File: config.mk
export PLATFORM = sky130hd
export DESIGN_NAME = cwst_trigger
export DESIGN_NICKNAME = d
export VERILOG_FILES = /design/src/rtl/cwst_trigger.v /design/src/rtl/cwst_width_counter.v /design/src/rtl/cwst_zone.v
export VERILOG_INCLUDE_DIRS = /design/src /design/src/rtl
export SDC_FILE = /design/constraint.sdc
export NUM_CORES = 1
export LEC_CHECK = 0
export ABC_CLOCK_PERIOD_IN_PS = 5200
export BUFFER_PORTS_ARGS = -buffer_cell sky130_fd_sc_hd__buf_2
export CAP_MARGIN = 5
export CORE_MARGIN = 3
export CORE_UTILIZATION = 59
export DETAILED_ROUTE_END_ITERATION = 10
export PLACE_DENSITY_LB_ADDON = 0.2
export SETUP_SLACK_MARGIN = 0.3
export SYNTH_ARGS = -nofsm -noshare
export SYNTH_HDL_FRONTEND = slang
export SYNTH_SLANG_ARGS = --single-unit
File: constraint.sdc
create_clock -name clk_in -period 5.2 [get_ports clk_in]
set_clock_uncertainty 0.2 [all_clocks]
set_input_delay 0.26 -clock clk_in [delete_from_list [all_inputs] [get_ports clk_in]]
set_output_delay 0.26 -clock clk_in [all_outputs]
set_load 0.01 [all_outputs]
File: src/rtl/cwst_consts.vh
// Purpose: Constants for the channel window and steepness trigger
// Assumes: Register offsets are word indices on the plain register port
// Notes: Level and width reset values are neutral defaults
`ifndef CWST_CONSTS_VH
`define CWST_CONSTS_VH

// Register offsets
`define CWST_ADDR_MODE 16'h9ea2
`define CWST_ADDR_UPPER 16'ha4d8
`define CWST_ADDR_LOWER 16'ha53c
`define CWST_ADDR_WIDTH 16'hac45
`define CWST_ADDR_STATUS 16'hb000
`define CWST_ADDR_MASK 16'hb001
`define CWST_ADDR_STATE 16'hb002
`define CWST_ADDR_COUNT 16'hb003
`define CWST_ADDR_DIVIDER 16'hb004

// Mode codes
`define CWST_MODE_STEEP_FALL 32'h02001000
`define CWST_MODE_WIN_ENTRY 32'h00000020
`define CWST_MODE_WIN_EXIT 32'h00000040
`define CWST_MODE_LONG_INNER 32'h04000020
`define CWST_MODE_LONG_OUTER 32'h04000040
`define CWST_MODE_SHORT_INNER 32'h02000020
`define CWST_MODE_SHORT_OUTER 32'h02000040

// Status and mask field positions
`define CWST_ST_TRIG 0
`define CWST_ST_SUPP 1
`define CWST_ST_W 2

// State readback field positions
`define CWST_SR_INSIDE 0
`define CWST_SR_BUSY 1
`define CWST_SR_KNOWN 2

// Reset values
`define CWST_RST_MODE 32'h00000000
`define CWST_RST_UPPER 32'h00000000
`define CWST_RST_LOWER 32'h00000000
`define CWST_RST_WIDTH 32'h00000002
`define CWST_RST_DIVIDER 32'h00000000

// Timing: samples are taken every (divider + 1) clocks of 100 ns
`define CWST_CLK_PERIOD_NS 100

`endif

File: src/rtl/cwst_trigger.v
// Purpose: Per-channel window and steepness trigger detector
// Assumes: Samples arrive from front-end logic on clk_in at 10 MHz
// Notes: Sample rate is clk_in divided by (divider register + 1)
`timescale 1ns/100ps
`include "cwst_consts.vh"

// Operation
// RULE_01: Evaluate every sample in every mode
// RULE_02: Steep mode: falling upper crossing starts counter
// RULE_03: Steep mode: counter expiry suppresses trigger
// RULE_04: Steep mode: lower crossing while counting triggers
// RULE_05: Entry mode: outside-to-inside move triggers
// RULE_06: Exit mode: inside-to-outside move triggers
// RULE_07: Software writes upper and lower levels
// RULE_08: Software keeps width within 2..65535
// RULE_09: Entry width modes start counter on entry
// RULE_10: Exit width modes start counter on exit
// RULE_11: Long inner: expiry inside triggers, exit cancels
// RULE_12: Long outer: expiry outside triggers, entry cancels
// RULE_13: Short inner: early exit triggers, expiry cancels
// RULE_14: Short outer: early entry triggers, expiry cancels
// RULE_15: Inside means lower <= sample <= upper
module cwst_trigger #(
  parameter SAMPLE_W = 8,
  parameter WIDTH_W = 16,
  parameter COUNT_W = 16
) (
  input wire clk_in,
  input wire srst_in,
  input wire [SAMPLE_W-1:0] sample_in,
  input wire [15:0] addr_in,
  input wire [31:0] wdata_in,
  input wire wr_in,
  input wire rd_in,
  output reg [31:0] rdata_out,
  output reg trig_out,
  output reg sample_tick_out,
  output wire irq_out
);
  // Registers written by software, and the trigger event count
  reg [31:0] mode_sel;
  reg [SAMPLE_W-1:0] upper_level;
  reg [SAMPLE_W-1:0] lower_level;
  reg [WIDTH_W-1:0] width_samples;
  reg [15:0] divider;
  reg [`CWST_ST_W-1:0] irq_status;
  reg [`CWST_ST_W-1:0] irq_mask;
  reg [COUNT_W-1:0] trig_count;

  // Reset values, cut to the register widths below
  localparam [31:0] RST_UPPER = `CWST_RST_UPPER;
  localparam [31:0] RST_LOWER = `CWST_RST_LOWER;
  localparam [31:0] RST_DIVIDER = `CWST_RST_DIVIDER;

  // Sample-rate divider state
  reg [15:0] div_count;
  wire tick;

  // Zone classification of the current and previous sample
  wire now_inside;
  wire now_above;
  wire now_below;
  wire prev_inside;
  wire prev_above;
  wire prev_below;
  wire prev_valid;

  // Counter control
  reg cnt_start;
  reg cnt_stop;
  wire cnt_busy;
  wire cnt_expire;

  // Per-sample decisions
  reg next_trig;
  reg next_supp;
  wire mode_write;
  wire flush;
  wire entered;
  wire exited;
  wire fell_upper;
  wire fell_lower;
  wire known_mode;
  wire [`CWST_ST_W-1:0] events;
  wire [`CWST_ST_W-1:0] clear_bits;

  // True when the programmed mode equals the given code
  function is_mode;
    input [31:0] sel;
    input [31:0] code;
    begin
      is_mode = (sel == code);
    end
  endfunction

  // Width field of a 32-bit write, cut to the counter width
  function [WIDTH_W-1:0] width_field;
    input [31:0] value;
    begin
      width_field = value[WIDTH_W-1:0];
    end
  endfunction

  assign mode_write = wr_in && (addr_in == `CWST_ADDR_MODE);
  // A new mode starts from a clean history
  assign flush = mode_write;

  // RULE_01: continuous sample strobe
  always @(posedge clk_in) begin
    if (srst_in || div_count >= divider) begin
      div_count <= 16'h0000;
    end else begin
      div_count <= div_count + 16'h0001;
    end
  end
  assign tick = ~srst_in & (div_count >= divider);

  // Registered copy of the sample strobe for the outside world
  always @(posedge clk_in) begin
    if (srst_in) begin
      sample_tick_out <= 1'b0;
    end else begin
      sample_tick_out <= tick;
    end
  end

  // Window classifier
  cwst_zone #(
    .SAMPLE_W(SAMPLE_W)
  ) u_zone (
    .clk_in(clk_in),
    .srst_in(srst_in),
    .tick_in(tick),
    .flush_in(flush),
    .sample_in(sample_in),
    .upper_in(upper_level),
    .lower_in(lower_level),
    .now_inside_out(now_inside),
    .now_above_out(now_above),
    .now_below_out(now_below),
    .prev_inside_out(prev_inside),
    .prev_above_out(prev_above),
    .prev_below_out(prev_below),
    .prev_valid_out(prev_valid)
  );

  // Pulse-width counter
  cwst_width_counter #(
    .WIDTH_W(WIDTH_W)
  ) u_width (
    .clk_in(clk_in),
    .srst_in(srst_in | flush),
    .tick_in(tick),
    .start_in(cnt_start),
    .stop_in(cnt_stop),
    .width_in(width_samples),
    .busy_out(cnt_busy),
    .expire_out(cnt_expire)
  );

  // Crossings between the previous and the current sample
  assign entered = tick & prev_valid & ~prev_inside & now_inside;
  assign exited = tick & prev_valid & prev_inside & ~now_inside;
  assign fell_upper = tick & prev_valid & prev_above & ~now_above;
  assign fell_lower = tick & prev_valid & ~prev_below & now_below;

  assign known_mode = is_mode(mode_sel, `CWST_MODE_STEEP_FALL) |
                      is_mode(mode_sel, `CWST_MODE_WIN_ENTRY) |
                      is_mode(mode_sel, `CWST_MODE_WIN_EXIT) |
                      is_mode(mode_sel, `CWST_MODE_LONG_INNER) |
                      is_mode(mode_sel, `CWST_MODE_LONG_OUTER) |
                      is_mode(mode_sel, `CWST_MODE_SHORT_INNER) |
                      is_mode(mode_sel, `CWST_MODE_SHORT_OUTER);

  // Trigger decision for the current sample
  always @* begin
    next_trig = 1'b0;
    next_supp = 1'b0;
    cnt_start = 1'b0;
    cnt_stop = 1'b0;
    if (is_mode(mode_sel, `CWST_MODE_STEEP_FALL)) begin
      if (cnt_busy && !cnt_expire && fell_lower) begin
        // RULE_04: lower crossing in time
        next_trig = 1'b1;
        cnt_stop = 1'b1;
      end else if (cnt_expire) begin
        // RULE_03: too slow, suppressed
        next_supp = 1'b1;
      end
      // RULE_02: falling upper crossing
      if (fell_upper) begin
        cnt_start = 1'b1;
        if (fell_lower) begin
          next_trig = 1'b1;
          cnt_start = 1'b0;
          cnt_stop = 1'b1;
        end
      end
    end else if (is_mode(mode_sel, `CWST_MODE_WIN_ENTRY)) begin
      // RULE_05: entry event
      next_trig = entered;
    end else if (is_mode(mode_sel, `CWST_MODE_WIN_EXIT)) begin
      // RULE_06: exit event
      next_trig = exited;
    end else if (is_mode(mode_sel, `CWST_MODE_LONG_INNER)) begin
      // RULE_11: expiry while inside
      if (cnt_expire && now_inside) begin
        next_trig = 1'b1;
      end else if (cnt_busy && exited) begin
        next_supp = 1'b1;
        cnt_stop = 1'b1;
      end
      // RULE_09: start on each entry
      cnt_start = entered;
    end else if (is_mode(mode_sel, `CWST_MODE_LONG_OUTER)) begin
      // RULE_12: expiry while outside
      if (cnt_expire && !now_inside) begin
        next_trig = 1'b1;
      end else if (cnt_busy && entered) begin
        next_supp = 1'b1;
        cnt_stop = 1'b1;
      end
      // RULE_10: start on each exit
      cnt_start = exited;
    end else if (is_mode(mode_sel, `CWST_MODE_SHORT_INNER)) begin
      // RULE_13: early exit triggers
      if (cnt_busy && !cnt_expire && exited) begin
        next_trig = 1'b1;
        cnt_stop = 1'b1;
      end else if (cnt_expire) begin
        next_supp = 1'b1;
      end
      // RULE_09: start on each entry
      cnt_start = entered;
    end else if (is_mode(mode_sel, `CWST_MODE_SHORT_OUTER)) begin
      // RULE_14: early entry triggers
      if (cnt_busy && !cnt_expire && entered) begin
        next_trig = 1'b1;
        cnt_stop = 1'b1;
      end else if (cnt_expire) begin
        next_supp = 1'b1;
      end
      // RULE_10: start on each exit
      cnt_start = exited;
    end
  end

  // Registered trigger pulse
  always @(posedge clk_in) begin
    if (srst_in) begin
      trig_out <= 1'b0;
    end else begin
      trig_out <= next_trig;
    end
  end

  // Trigger event counter, wraps around
  always @(posedge clk_in) begin
    if (srst_in) begin
      trig_count <= {COUNT_W{1'b0}};
    end else if (next_trig) begin
      trig_count <= trig_count + {{(COUNT_W-1){1'b0}}, 1'b1};
    end
  end

  // RULE_07: level and width registers
  always @(posedge clk_in) begin
    if (srst_in) begin
      mode_sel <= `CWST_RST_MODE;
      upper_level <= RST_UPPER[SAMPLE_W-1:0];
      lower_level <= RST_LOWER[SAMPLE_W-1:0];
      width_samples <= width_field(`CWST_RST_WIDTH);
      divider <= RST_DIVIDER[15:0];
      irq_mask <= {`CWST_ST_W{1'b0}};
    end else if (wr_in) begin
      case (addr_in)
        `CWST_ADDR_MODE: begin
          mode_sel <= wdata_in;
        end
        `CWST_ADDR_UPPER: begin
          upper_level <= wdata_in[SAMPLE_W-1:0];
        end
        `CWST_ADDR_LOWER: begin
          lower_level <= wdata_in[SAMPLE_W-1:0];
        end
        // RULE_08: width taken as written, cut to WIDTH_W bits
        `CWST_ADDR_WIDTH: begin
          width_samples <= width_field(wdata_in);
        end
        `CWST_ADDR_DIVIDER: begin
          divider <= wdata_in[15:0];
        end
        `CWST_ADDR_MASK: begin
          irq_mask <= wdata_in[`CWST_ST_W-1:0];
        end
        default: begin
          mode_sel <= mode_sel;
        end
      endcase
    end
  end

  // Sticky event bits, a new event wins over a write-one clear
  assign events = {next_supp, next_trig};
  assign clear_bits = (wr_in && addr_in == `CWST_ADDR_STATUS) ? wdata_in[`CWST_ST_W-1:0] : {`CWST_ST_W{1'b0}};
  always @(posedge clk_in) begin
    if (srst_in) begin
      irq_status <= {`CWST_ST_W{1'b0}};
    end else begin
      irq_status <= (irq_status & ~clear_bits) | events;
    end
  end

  // Level interrupt while any unmasked status bit is set
  assign irq_out = |(irq_status & irq_mask);

  // Read data one cycle after the read strobe, zero elsewhere
  always @(posedge clk_in) begin
    if (srst_in || !rd_in) begin
      rdata_out <= 32'h00000000;
    end else begin
      case (addr_in)
        `CWST_ADDR_MODE: begin
          rdata_out <= mode_sel;
        end
        `CWST_ADDR_UPPER: begin
          rdata_out <= {{(32-SAMPLE_W){1'b0}}, upper_level};
        end
        `CWST_ADDR_LOWER: begin
          rdata_out <= {{(32-SAMPLE_W){1'b0}}, lower_level};
        end
        `CWST_ADDR_WIDTH: begin
          rdata_out <= {{(32-WIDTH_W){1'b0}}, width_samples};
        end
        `CWST_ADDR_STATUS: begin
          rdata_out <= {{(32-`CWST_ST_W){1'b0}}, irq_status};
        end
        `CWST_ADDR_MASK: begin
          rdata_out <= {{(32-`CWST_ST_W){1'b0}}, irq_mask};
        end
        `CWST_ADDR_STATE: begin
          rdata_out <= {29'h00000000, known_mode, cnt_busy, prev_inside};
        end
        `CWST_ADDR_COUNT: begin
          rdata_out <= {{(32-COUNT_W){1'b0}}, trig_count};
        end
        `CWST_ADDR_DIVIDER: begin
          rdata_out <= {16'h0000, divider};
        end
        default: begin
          rdata_out <= 32'h00000000;
        end
      endcase
    end
  end
endmodule

File: src/rtl/cwst_width_counter.v
// Purpose: Pulse-width sample counter with start, stop and expiry
// Assumes: tick_in marks one sample; start wins over stop and expiry
// Notes: Expiry is reported in the sample where the count reaches width_in
`timescale 1ns/100ps
module cwst_width_counter #(
  parameter WIDTH_W = 16
) (
  input wire clk_in,
  input wire srst_in,
  input wire tick_in,
  input wire start_in,
  input wire stop_in,
  input wire [WIDTH_W-1:0] width_in,
  output reg busy_out,
  output wire expire_out
);
  reg [WIDTH_W-1:0] count;

  // Reaching the programmed count ends the measurement
  assign expire_out = tick_in & busy_out & (count >= width_in);

  // Count samples since the start sample, which counts as one
  always @(posedge clk_in) begin
    if (srst_in) begin
      busy_out <= 1'b0;
      count <= {WIDTH_W{1'b0}};
    end else if (tick_in) begin
      if (start_in) begin
        busy_out <= 1'b1;
        count <= {{(WIDTH_W-1){1'b0}}, 1'b1};
      end else if (stop_in || expire_out) begin
        busy_out <= 1'b0;
      end else if (busy_out) begin
        count <= count + {{(WIDTH_W-1){1'b0}}, 1'b1};
      end
    end
  end
endmodule

File: src/rtl/cwst_zone.v
// Purpose: Classify each sample against the two levels and keep the last one
// Assumes: Unsigned sample and level codes on the same scale
// Notes: Previous-state outputs are valid only when prev_valid_out is high
`timescale 1ns/100ps
module cwst_zone #(
  parameter SAMPLE_W = 8
) (
  input wire clk_in,
  input wire srst_in,
  input wire tick_in,
  input wire flush_in,
  input wire [SAMPLE_W-1:0] sample_in,
  input wire [SAMPLE_W-1:0] upper_in,
  input wire [SAMPLE_W-1:0] lower_in,
  output wire now_inside_out,
  output wire now_above_out,
  output wire now_below_out,
  output reg prev_inside_out,
  output reg prev_above_out,
  output reg prev_below_out,
  output reg prev_valid_out
);
  // RULE_15: inclusive window bounds
  assign now_above_out = (sample_in > upper_in);
  assign now_below_out = (sample_in < lower_in);
  assign now_inside_out = ~now_above_out & ~now_below_out;

  // Previous sample class, forgotten on flush
  always @(posedge clk_in) begin
    if (srst_in || flush_in) begin
      prev_inside_out <= 1'b0;
      prev_above_out <= 1'b0;
      prev_below_out <= 1'b0;
      prev_valid_out <= 1'b0;
    end else if (tick_in) begin
      prev_inside_out <= now_inside_out;
      prev_above_out <= now_above_out;
      prev_below_out <= now_below_out;
      prev_valid_out <= 1'b1;
    end
  end
endmodule

* Word-level counts from Yosys, hierarchy flattened
Index checks and enable logic that the tools add are counted.
** Storage, ports and cells
- Flip-flop bits (word level) :: 171
- Input port bits :: 60
- Word-level logic and storage cells :: 150
** Operators by class
- Add/subtract/negate cells :: 3
- Magnitude comparators :: 4
- Equal/unequal tests :: 17
- Mux-type cells :: 50
- Bitwise gates (word level) :: 30
- Reduce and logical (&&, ||, !) cells :: 28
** Operators with widths (number)
- $pmux W32 S9 :: 1
- $eq A16 B16 Y1 const B :: 9
- $eq A32 B26 Y1 const B :: 3
- $eq A32 B27 Y1 const B :: 2
- $add A16 B1 Y16 const B :: 3
- $mux W16 :: 3
- $mux W1 :: 45
- $eq A32 B6 Y1 const B :: 1
- $eq A32 B7 Y1 const B :: 1
- $ge A16 B16 Y1 :: 2
- $reduce_and A2 Y1 :: 7
- $and A1 B1 Y1 :: 13
- $logic_and A1 B1 Y1 :: 10
- $gt A8 B8 Y1 :: 1
- $lt A8 B8 Y1 :: 1
- $or A1 B1 Y1 :: 7
- $not A1 Y1 :: 6
- $and A2 B2 Y2 :: 2
- $logic_or A1 B1 Y1 :: 4
- $reduce_bool A2 Y1 :: 2
- $logic_not A1 Y1 :: 3
- $reduce_and A3 Y1 :: 1
- $mux W2 :: 1
- $ne A2 B2 Y1 const B :: 1
- other kinds (3) :: 3

* Longest topological paths before layout
- Depth in word-level cells :: 18
- Mapped depth :: 15
- Mapped depth without buffers :: 12

* By module
A second synthesis with hierarchy kept.
** Second synthesis, totals
- Cell total of the unflattened synthesis :: 1068
- Area, all modules :: 8743.4 um^2
** Modules (own cells, without submodules)
- cwst_trigger :: instances 1, cells each 829, area each 6880.3 um^2
- cwst_width_counter :: instances 1, cells each 173, area each 1333.8 um^2
- cwst_zone :: instances 1, cells each 66, area each 529.3 um^2

* Least setup slack after synthesis
Ideal clock, no wire load.
- Kind :: register to register
- Start point :: reg divider[13]
- End point :: reg trig_count[7]
- Library setup time :: 123 ps
- Data arrival time :: 3335 ps
- Data required time :: 4877 ps
- Path slack :: 1542 ps
- Cell stages (with the launch flop) :: 16
- Buffers on the path :: 3
- Period minus slack after synthesis :: 3658 ps
- Path through :: dfxtp_1 inv_1 ha_1 nand4_1 or4_1 or4_1 o211ai_2 and2b_1 buf_4 nand2_2 o31ai_2 a222oi_1 buf_6 buf_6 nor3_2 mux2_1
** On the way
- Longest elaborated chain between the ends :: 15
- Elaborated cells on any way between the ends :: 34
- Those cells by class :: 1 x order compare; 14 x mux; 12 x bitwise; 7 x reduce/logical
** Ends and longest elaborated chain
- start: declaration :: RTL line cwst_trigger.v:45 : reg [15:0] divider;
- start signal: assignment :: RTL line cwst_trigger.v:273 : divider <= RST_DIVIDER[15:0];
- start signal: assignment :: RTL line cwst_trigger.v:291 : divider <= wdata_in[15:0];
- $ge A16 B16 Y1 (*) :: RTL line cwst_trigger.v:116 : assign tick = ~srst_in & (div_count >= divider);
- $and A1 B1 Y1 (*) :: RTL line cwst_trigger.v:116
- $and A1 B1 Y1 (2 in a row) :: RTL line cwst_width_counter.v:20 : assign expire_out = tick_in & busy_out & (count >= width_in);
- $logic_not A1 Y1 :: RTL line cwst_trigger.v:182, cwst_trigger.v:227, cwst_trigger.v:237
- $logic_and A1 B1 Y1 :: RTL line cwst_trigger.v:182, cwst_trigger.v:227, cwst_trigger.v:237
- $logic_and A1 B1 Y1 :: RTL line cwst_trigger.v:237 : if (cnt_busy && !cnt_expire && entered) begin
- $mux W1 :: RTL line cwst_trigger.v:237
- $mux W1 :: RTL line cwst_trigger.v:235 : end else if (is_mode(mode_sel, `CWST_MODE_SHORT_OUTER)) begin
- $mux W1 :: RTL line cwst_trigger.v:225 : end else if (is_mode(mode_sel, `CWST_MODE_SHORT_INNER)) begin
- $mux W1 :: RTL line cwst_trigger.v:215 : end else if (is_mode(mode_sel, `CWST_MODE_LONG_OUTER)) begin
- $mux W1 :: RTL line cwst_trigger.v:205 : end else if (is_mode(mode_sel, `CWST_MODE_LONG_INNER)) begin
- $mux W1 :: RTL line cwst_trigger.v:202 : end else if (is_mode(mode_sel, `CWST_MODE_WIN_EXIT)) begin
- $mux W1 :: RTL line cwst_trigger.v:199 : end else if (is_mode(mode_sel, `CWST_MODE_WIN_ENTRY)) begin
- $mux W1 (*) :: RTL line cwst_trigger.v:181 : if (is_mode(mode_sel, `CWST_MODE_STEEP_FALL)) begin
- end signal: assignment :: RTL line cwst_trigger.v:260 : trig_count <= {COUNT_W{1'b0}};
- end signal: assignment :: RTL line cwst_trigger.v:262 : trig_count <= trig_count + {{(COUNT_W-1){1'b0}}, 1'b1};
- end: declaration :: RTL line cwst_trigger.v:48 : reg [COUNT_W-1:0] trig_count;
Mark *: on every way between the ends. The rest lies on a longest branch, timed or not.
A chain may end at the register's enable or synchronous reset.

* Worst setup path after layout
- Start point :: reg divider[13]
- End point :: reg trig_count[13]
The elaborated chain is that of the path after synthesis.

==> impl_metrics.json <==
{
  "ir_drop_mv": 0.2415,
  "finalNonFillerCells": 1378,
  "wirelength_um": 23630,
  "io_pins": 95,
  "cts_setup_buffers": 0,
  "crit_start": "divider[13]",
  "rows": 43,
  "min-delay-start": "addr_in[3]",
  "cp.required_ns": 5.32,
  "clock_latency_ns": 0.43,
  "die_h_um": 127.1,
  "avgSynthCellArea_um2": 8.028,
  "synth_cell_types": 65,
  "multiInputGateArea_mm2": 0.004791,
  "maxCapViolCount": 0,
  "power_leakage_nw": 3.858,
  "yosys_warnings": 0,
  "powerDensity_mw_per_mm2": 261.8,
  "fin_crit_ns": 4.084,
  "synth_nets": 1187,
  "status": "finished, final reports clean",
  "design.die.area_mm2": 0.01614,
  "yosysSeqAreaShare_pct": 39.59,
  "antenna_cells": 0,
  "cts_root_buffer": "clkbuf_16",
  "grt_use_met3_pct": 6.020,
  "synth_seq_cells": 171,
  "use_met2_pct": 49.97,
  "antenna_found_initial": 0,
  "gp_congestion": 0.9058,
  "synthFlopType": "dfxtp_1",
  "place_inst": 1307,
  "maxSlewViolCount": 0,
  "grt_max_degree": 100,
  "yosys.area.top_type_share_pct": 39.59,
  "cts_buffers": 17,
  "regArea_mm2": 0.003423,
  "grt_pass1_wl_um": 39610,
  "fillers": 1154,
  "async_flop_share_pct": 0,
  "regToRegSetupSlack_ns": 1.12,
  "fin_setup_tns_ns": 0,
  "grt_pass1_vias": 8041,
  "worst-path-max-fanout": 19,
  "dr.pass1.iters": 6,
  "htree_levels": 4,
  "dpl.hpwl_um": 16390,
  "start_kind": "flip-flop",
  "final-setup-viol-count": 0,
  "crit_type": "reg2reg",
  "slew-limit-headroom_pct": 15.07,
  "clockBufferDepth": 2,
  "grt_overflow": 0,
  "fmax_mhz": 244.9,
  "drt_iter0_drc": 833,
  "whs_ns": 0.1137,
  "synthTopCellsByCount": "nand2_1, dfxtp_1, a21oi_1",
  "fp.dieW_um": 127.1,
  "drc_errors": 0,
  "synth_area_leaders": "dfxtp_1, nand2_1, ha_1, a21oi_1, nor2_1",
  "drive_gt1_share_pct": 13.77,
  "core_mm2": 0.01410,
  "clock_sinks": 171,
  "nets": 1295,
  "via_per_inst": 5.982,
  "rr_startpoint": "divider[13]",
  "min_path_type": "in2reg",
  "initial_utilization_pct": 61.33,
  "worstMarginPinSlew_ns": 1.271,
  "drtAntennaViolNets": 0,
  "syn-cell-area_mm2": 0.008646,
  "port_buffers": 94,
  "gr-usage-met1_pct": 38.84,
  "rsz0062_at_grt": "false",
  "grt.total_usage_pct": 30.15,
  "synth_edf_count": 0,
  "cts_tree": "yes",
  "via_count": 8243,
  "synth_area_leader_cell": "dfxtp_1",
  "timing_hold_violations_final": 0,
  "power_mw": 2.663,
  "min_period_over_period_pct": 78.54,
  "endpoint_kind": "flip-flop",
  "worstPathArrival_ns": 4.20,
  "grt_busiest_layer": "met2",
  "synth_most_common_cell": "nand2_1",
  "syn_inst": 1077,
  "area_delta_synth_final_pct": 17.63,
  "wl_per_cell_um": 17.15,
  "clk_pin_slew_ns": 0.07
}
-- routing by layer --
metal | wire length, um | up-vias
met5 | 0 | -
met4 | 677 | 0
met3 | 1926 | 58
met2 | 11160 | 364
met1 | 9858 | 3846
li1 | - | 3975
-- per-stage QoR --
stage | util (%) | cell area [um^2] | setup slack [ns]
finish | 72.15 | 10170 | 1.116
global route | 72.15 | 10170 | 0.8357
CTS | 72.15 | 10170 | 1.126
detailed placement | 65.30 | 9205 | 1.162
global placement | 65.30 | 9205 | 1.243
floorplan | - | 8646 | 1.542
-- cell usage in the layout (no fill, tap or decap), types with 5 or more instances in the layout --
cell and n:
nor3_1 21, xnor2_1 15, nand4b_1 6, xor2_1 16, clkbuf_16 17, a22oi_1 11, nand4_1 14, o21ai_0 19
dlygate4sd3_1 39, nor2_1 80, a31oi_1 7, nor4_1 13, a31o_2 5, nand2b_1 9, a221oi_1 9, buf_4 10
and4_1 5, nand2_1 183, and3_1 13, a222oi_1 11, clkinv_4 5, ha_1 50, and2_1 19, mux2_1 8
nor3b_1 5, buf_2 93, dfxtp_1 171, nand3b_1 7, a22o_1 5, inv_1 60, or4_1 6, nor3_2 5
a21oi_1 115, nand3_1 60, nor2b_1 21
-- timing repair --
item                      CTS  global route
hold endpoints to repair   82             0
hold buffers               39             0
resized for setup           0             0
-- worst max-delay path: stages, from the launching register on --
cell and delay (ns):
dfxtp_1 0.35, inv_1 0.06, ha_1 0.29, nand4_1 0.16
or4_1 0.52, or4_1 0.42, o211ai_2 0.21, and2b_1 0.31
nand2_2 0.09, o31ai_2 0.27, a222oi_1 0.16, buf_4 0.24
nor4b_2 0.30, mux2_1 0.35
-- power breakdown --
group / internal, mW / total (mW) / leakage, nW / switching (mW)
Combinational: 0.0526 / 0.126 / 2.21 / 0.0739
Sequential: 1.31 / 1.31 / 1.38 / 0.00283
Clock: 0.688 / 1.22 / 0.269 / 0.534
-- kinds of logic (layout without fill, tap and decap cells) --
group,after synthesis,count (layout),synth area share (%)
compound gates,205,205,14.59
xor+xnor,31,31,3.140
fa+ha+maj,50,50,7.236
buf+inv,113,234,5.152
flops,171,171,39.59
mux,16,16,2.026
simple gates,491,491,28.26
-- area by class of cell --
cell class,instances,share of cell area (%)
Clock buffer,20,4.491
Clock inverter,12,1.156
Inverter,60,2.215
Multi-Input combinational cell,793,47.11
Sequential cell,171,33.66
Tap cell,180,2.215
Timing Repair Buffer,142,9.154
-- registers in the layout, summed over array words and instances (netlist names), 2 cells and up --
name / flops
mode_sel: 32
rdata_out: 32
div_count: 16
divider: 16
trig_count: 16
u_width.count: 16
width_samples: 16
lower_level: 8
upper_level: 8
irq_mask: 2
irq_status: 2
-- final timing paths --
path / end / depth (start not counted)
min reg2reg: mode_sel[21] / 2
min: irq_mask[1] / 4
max: trig_count[13] / 13
max reg2reg: trig_count[13] / 13
No activity file was read; power rests on OpenSTA's default activity.
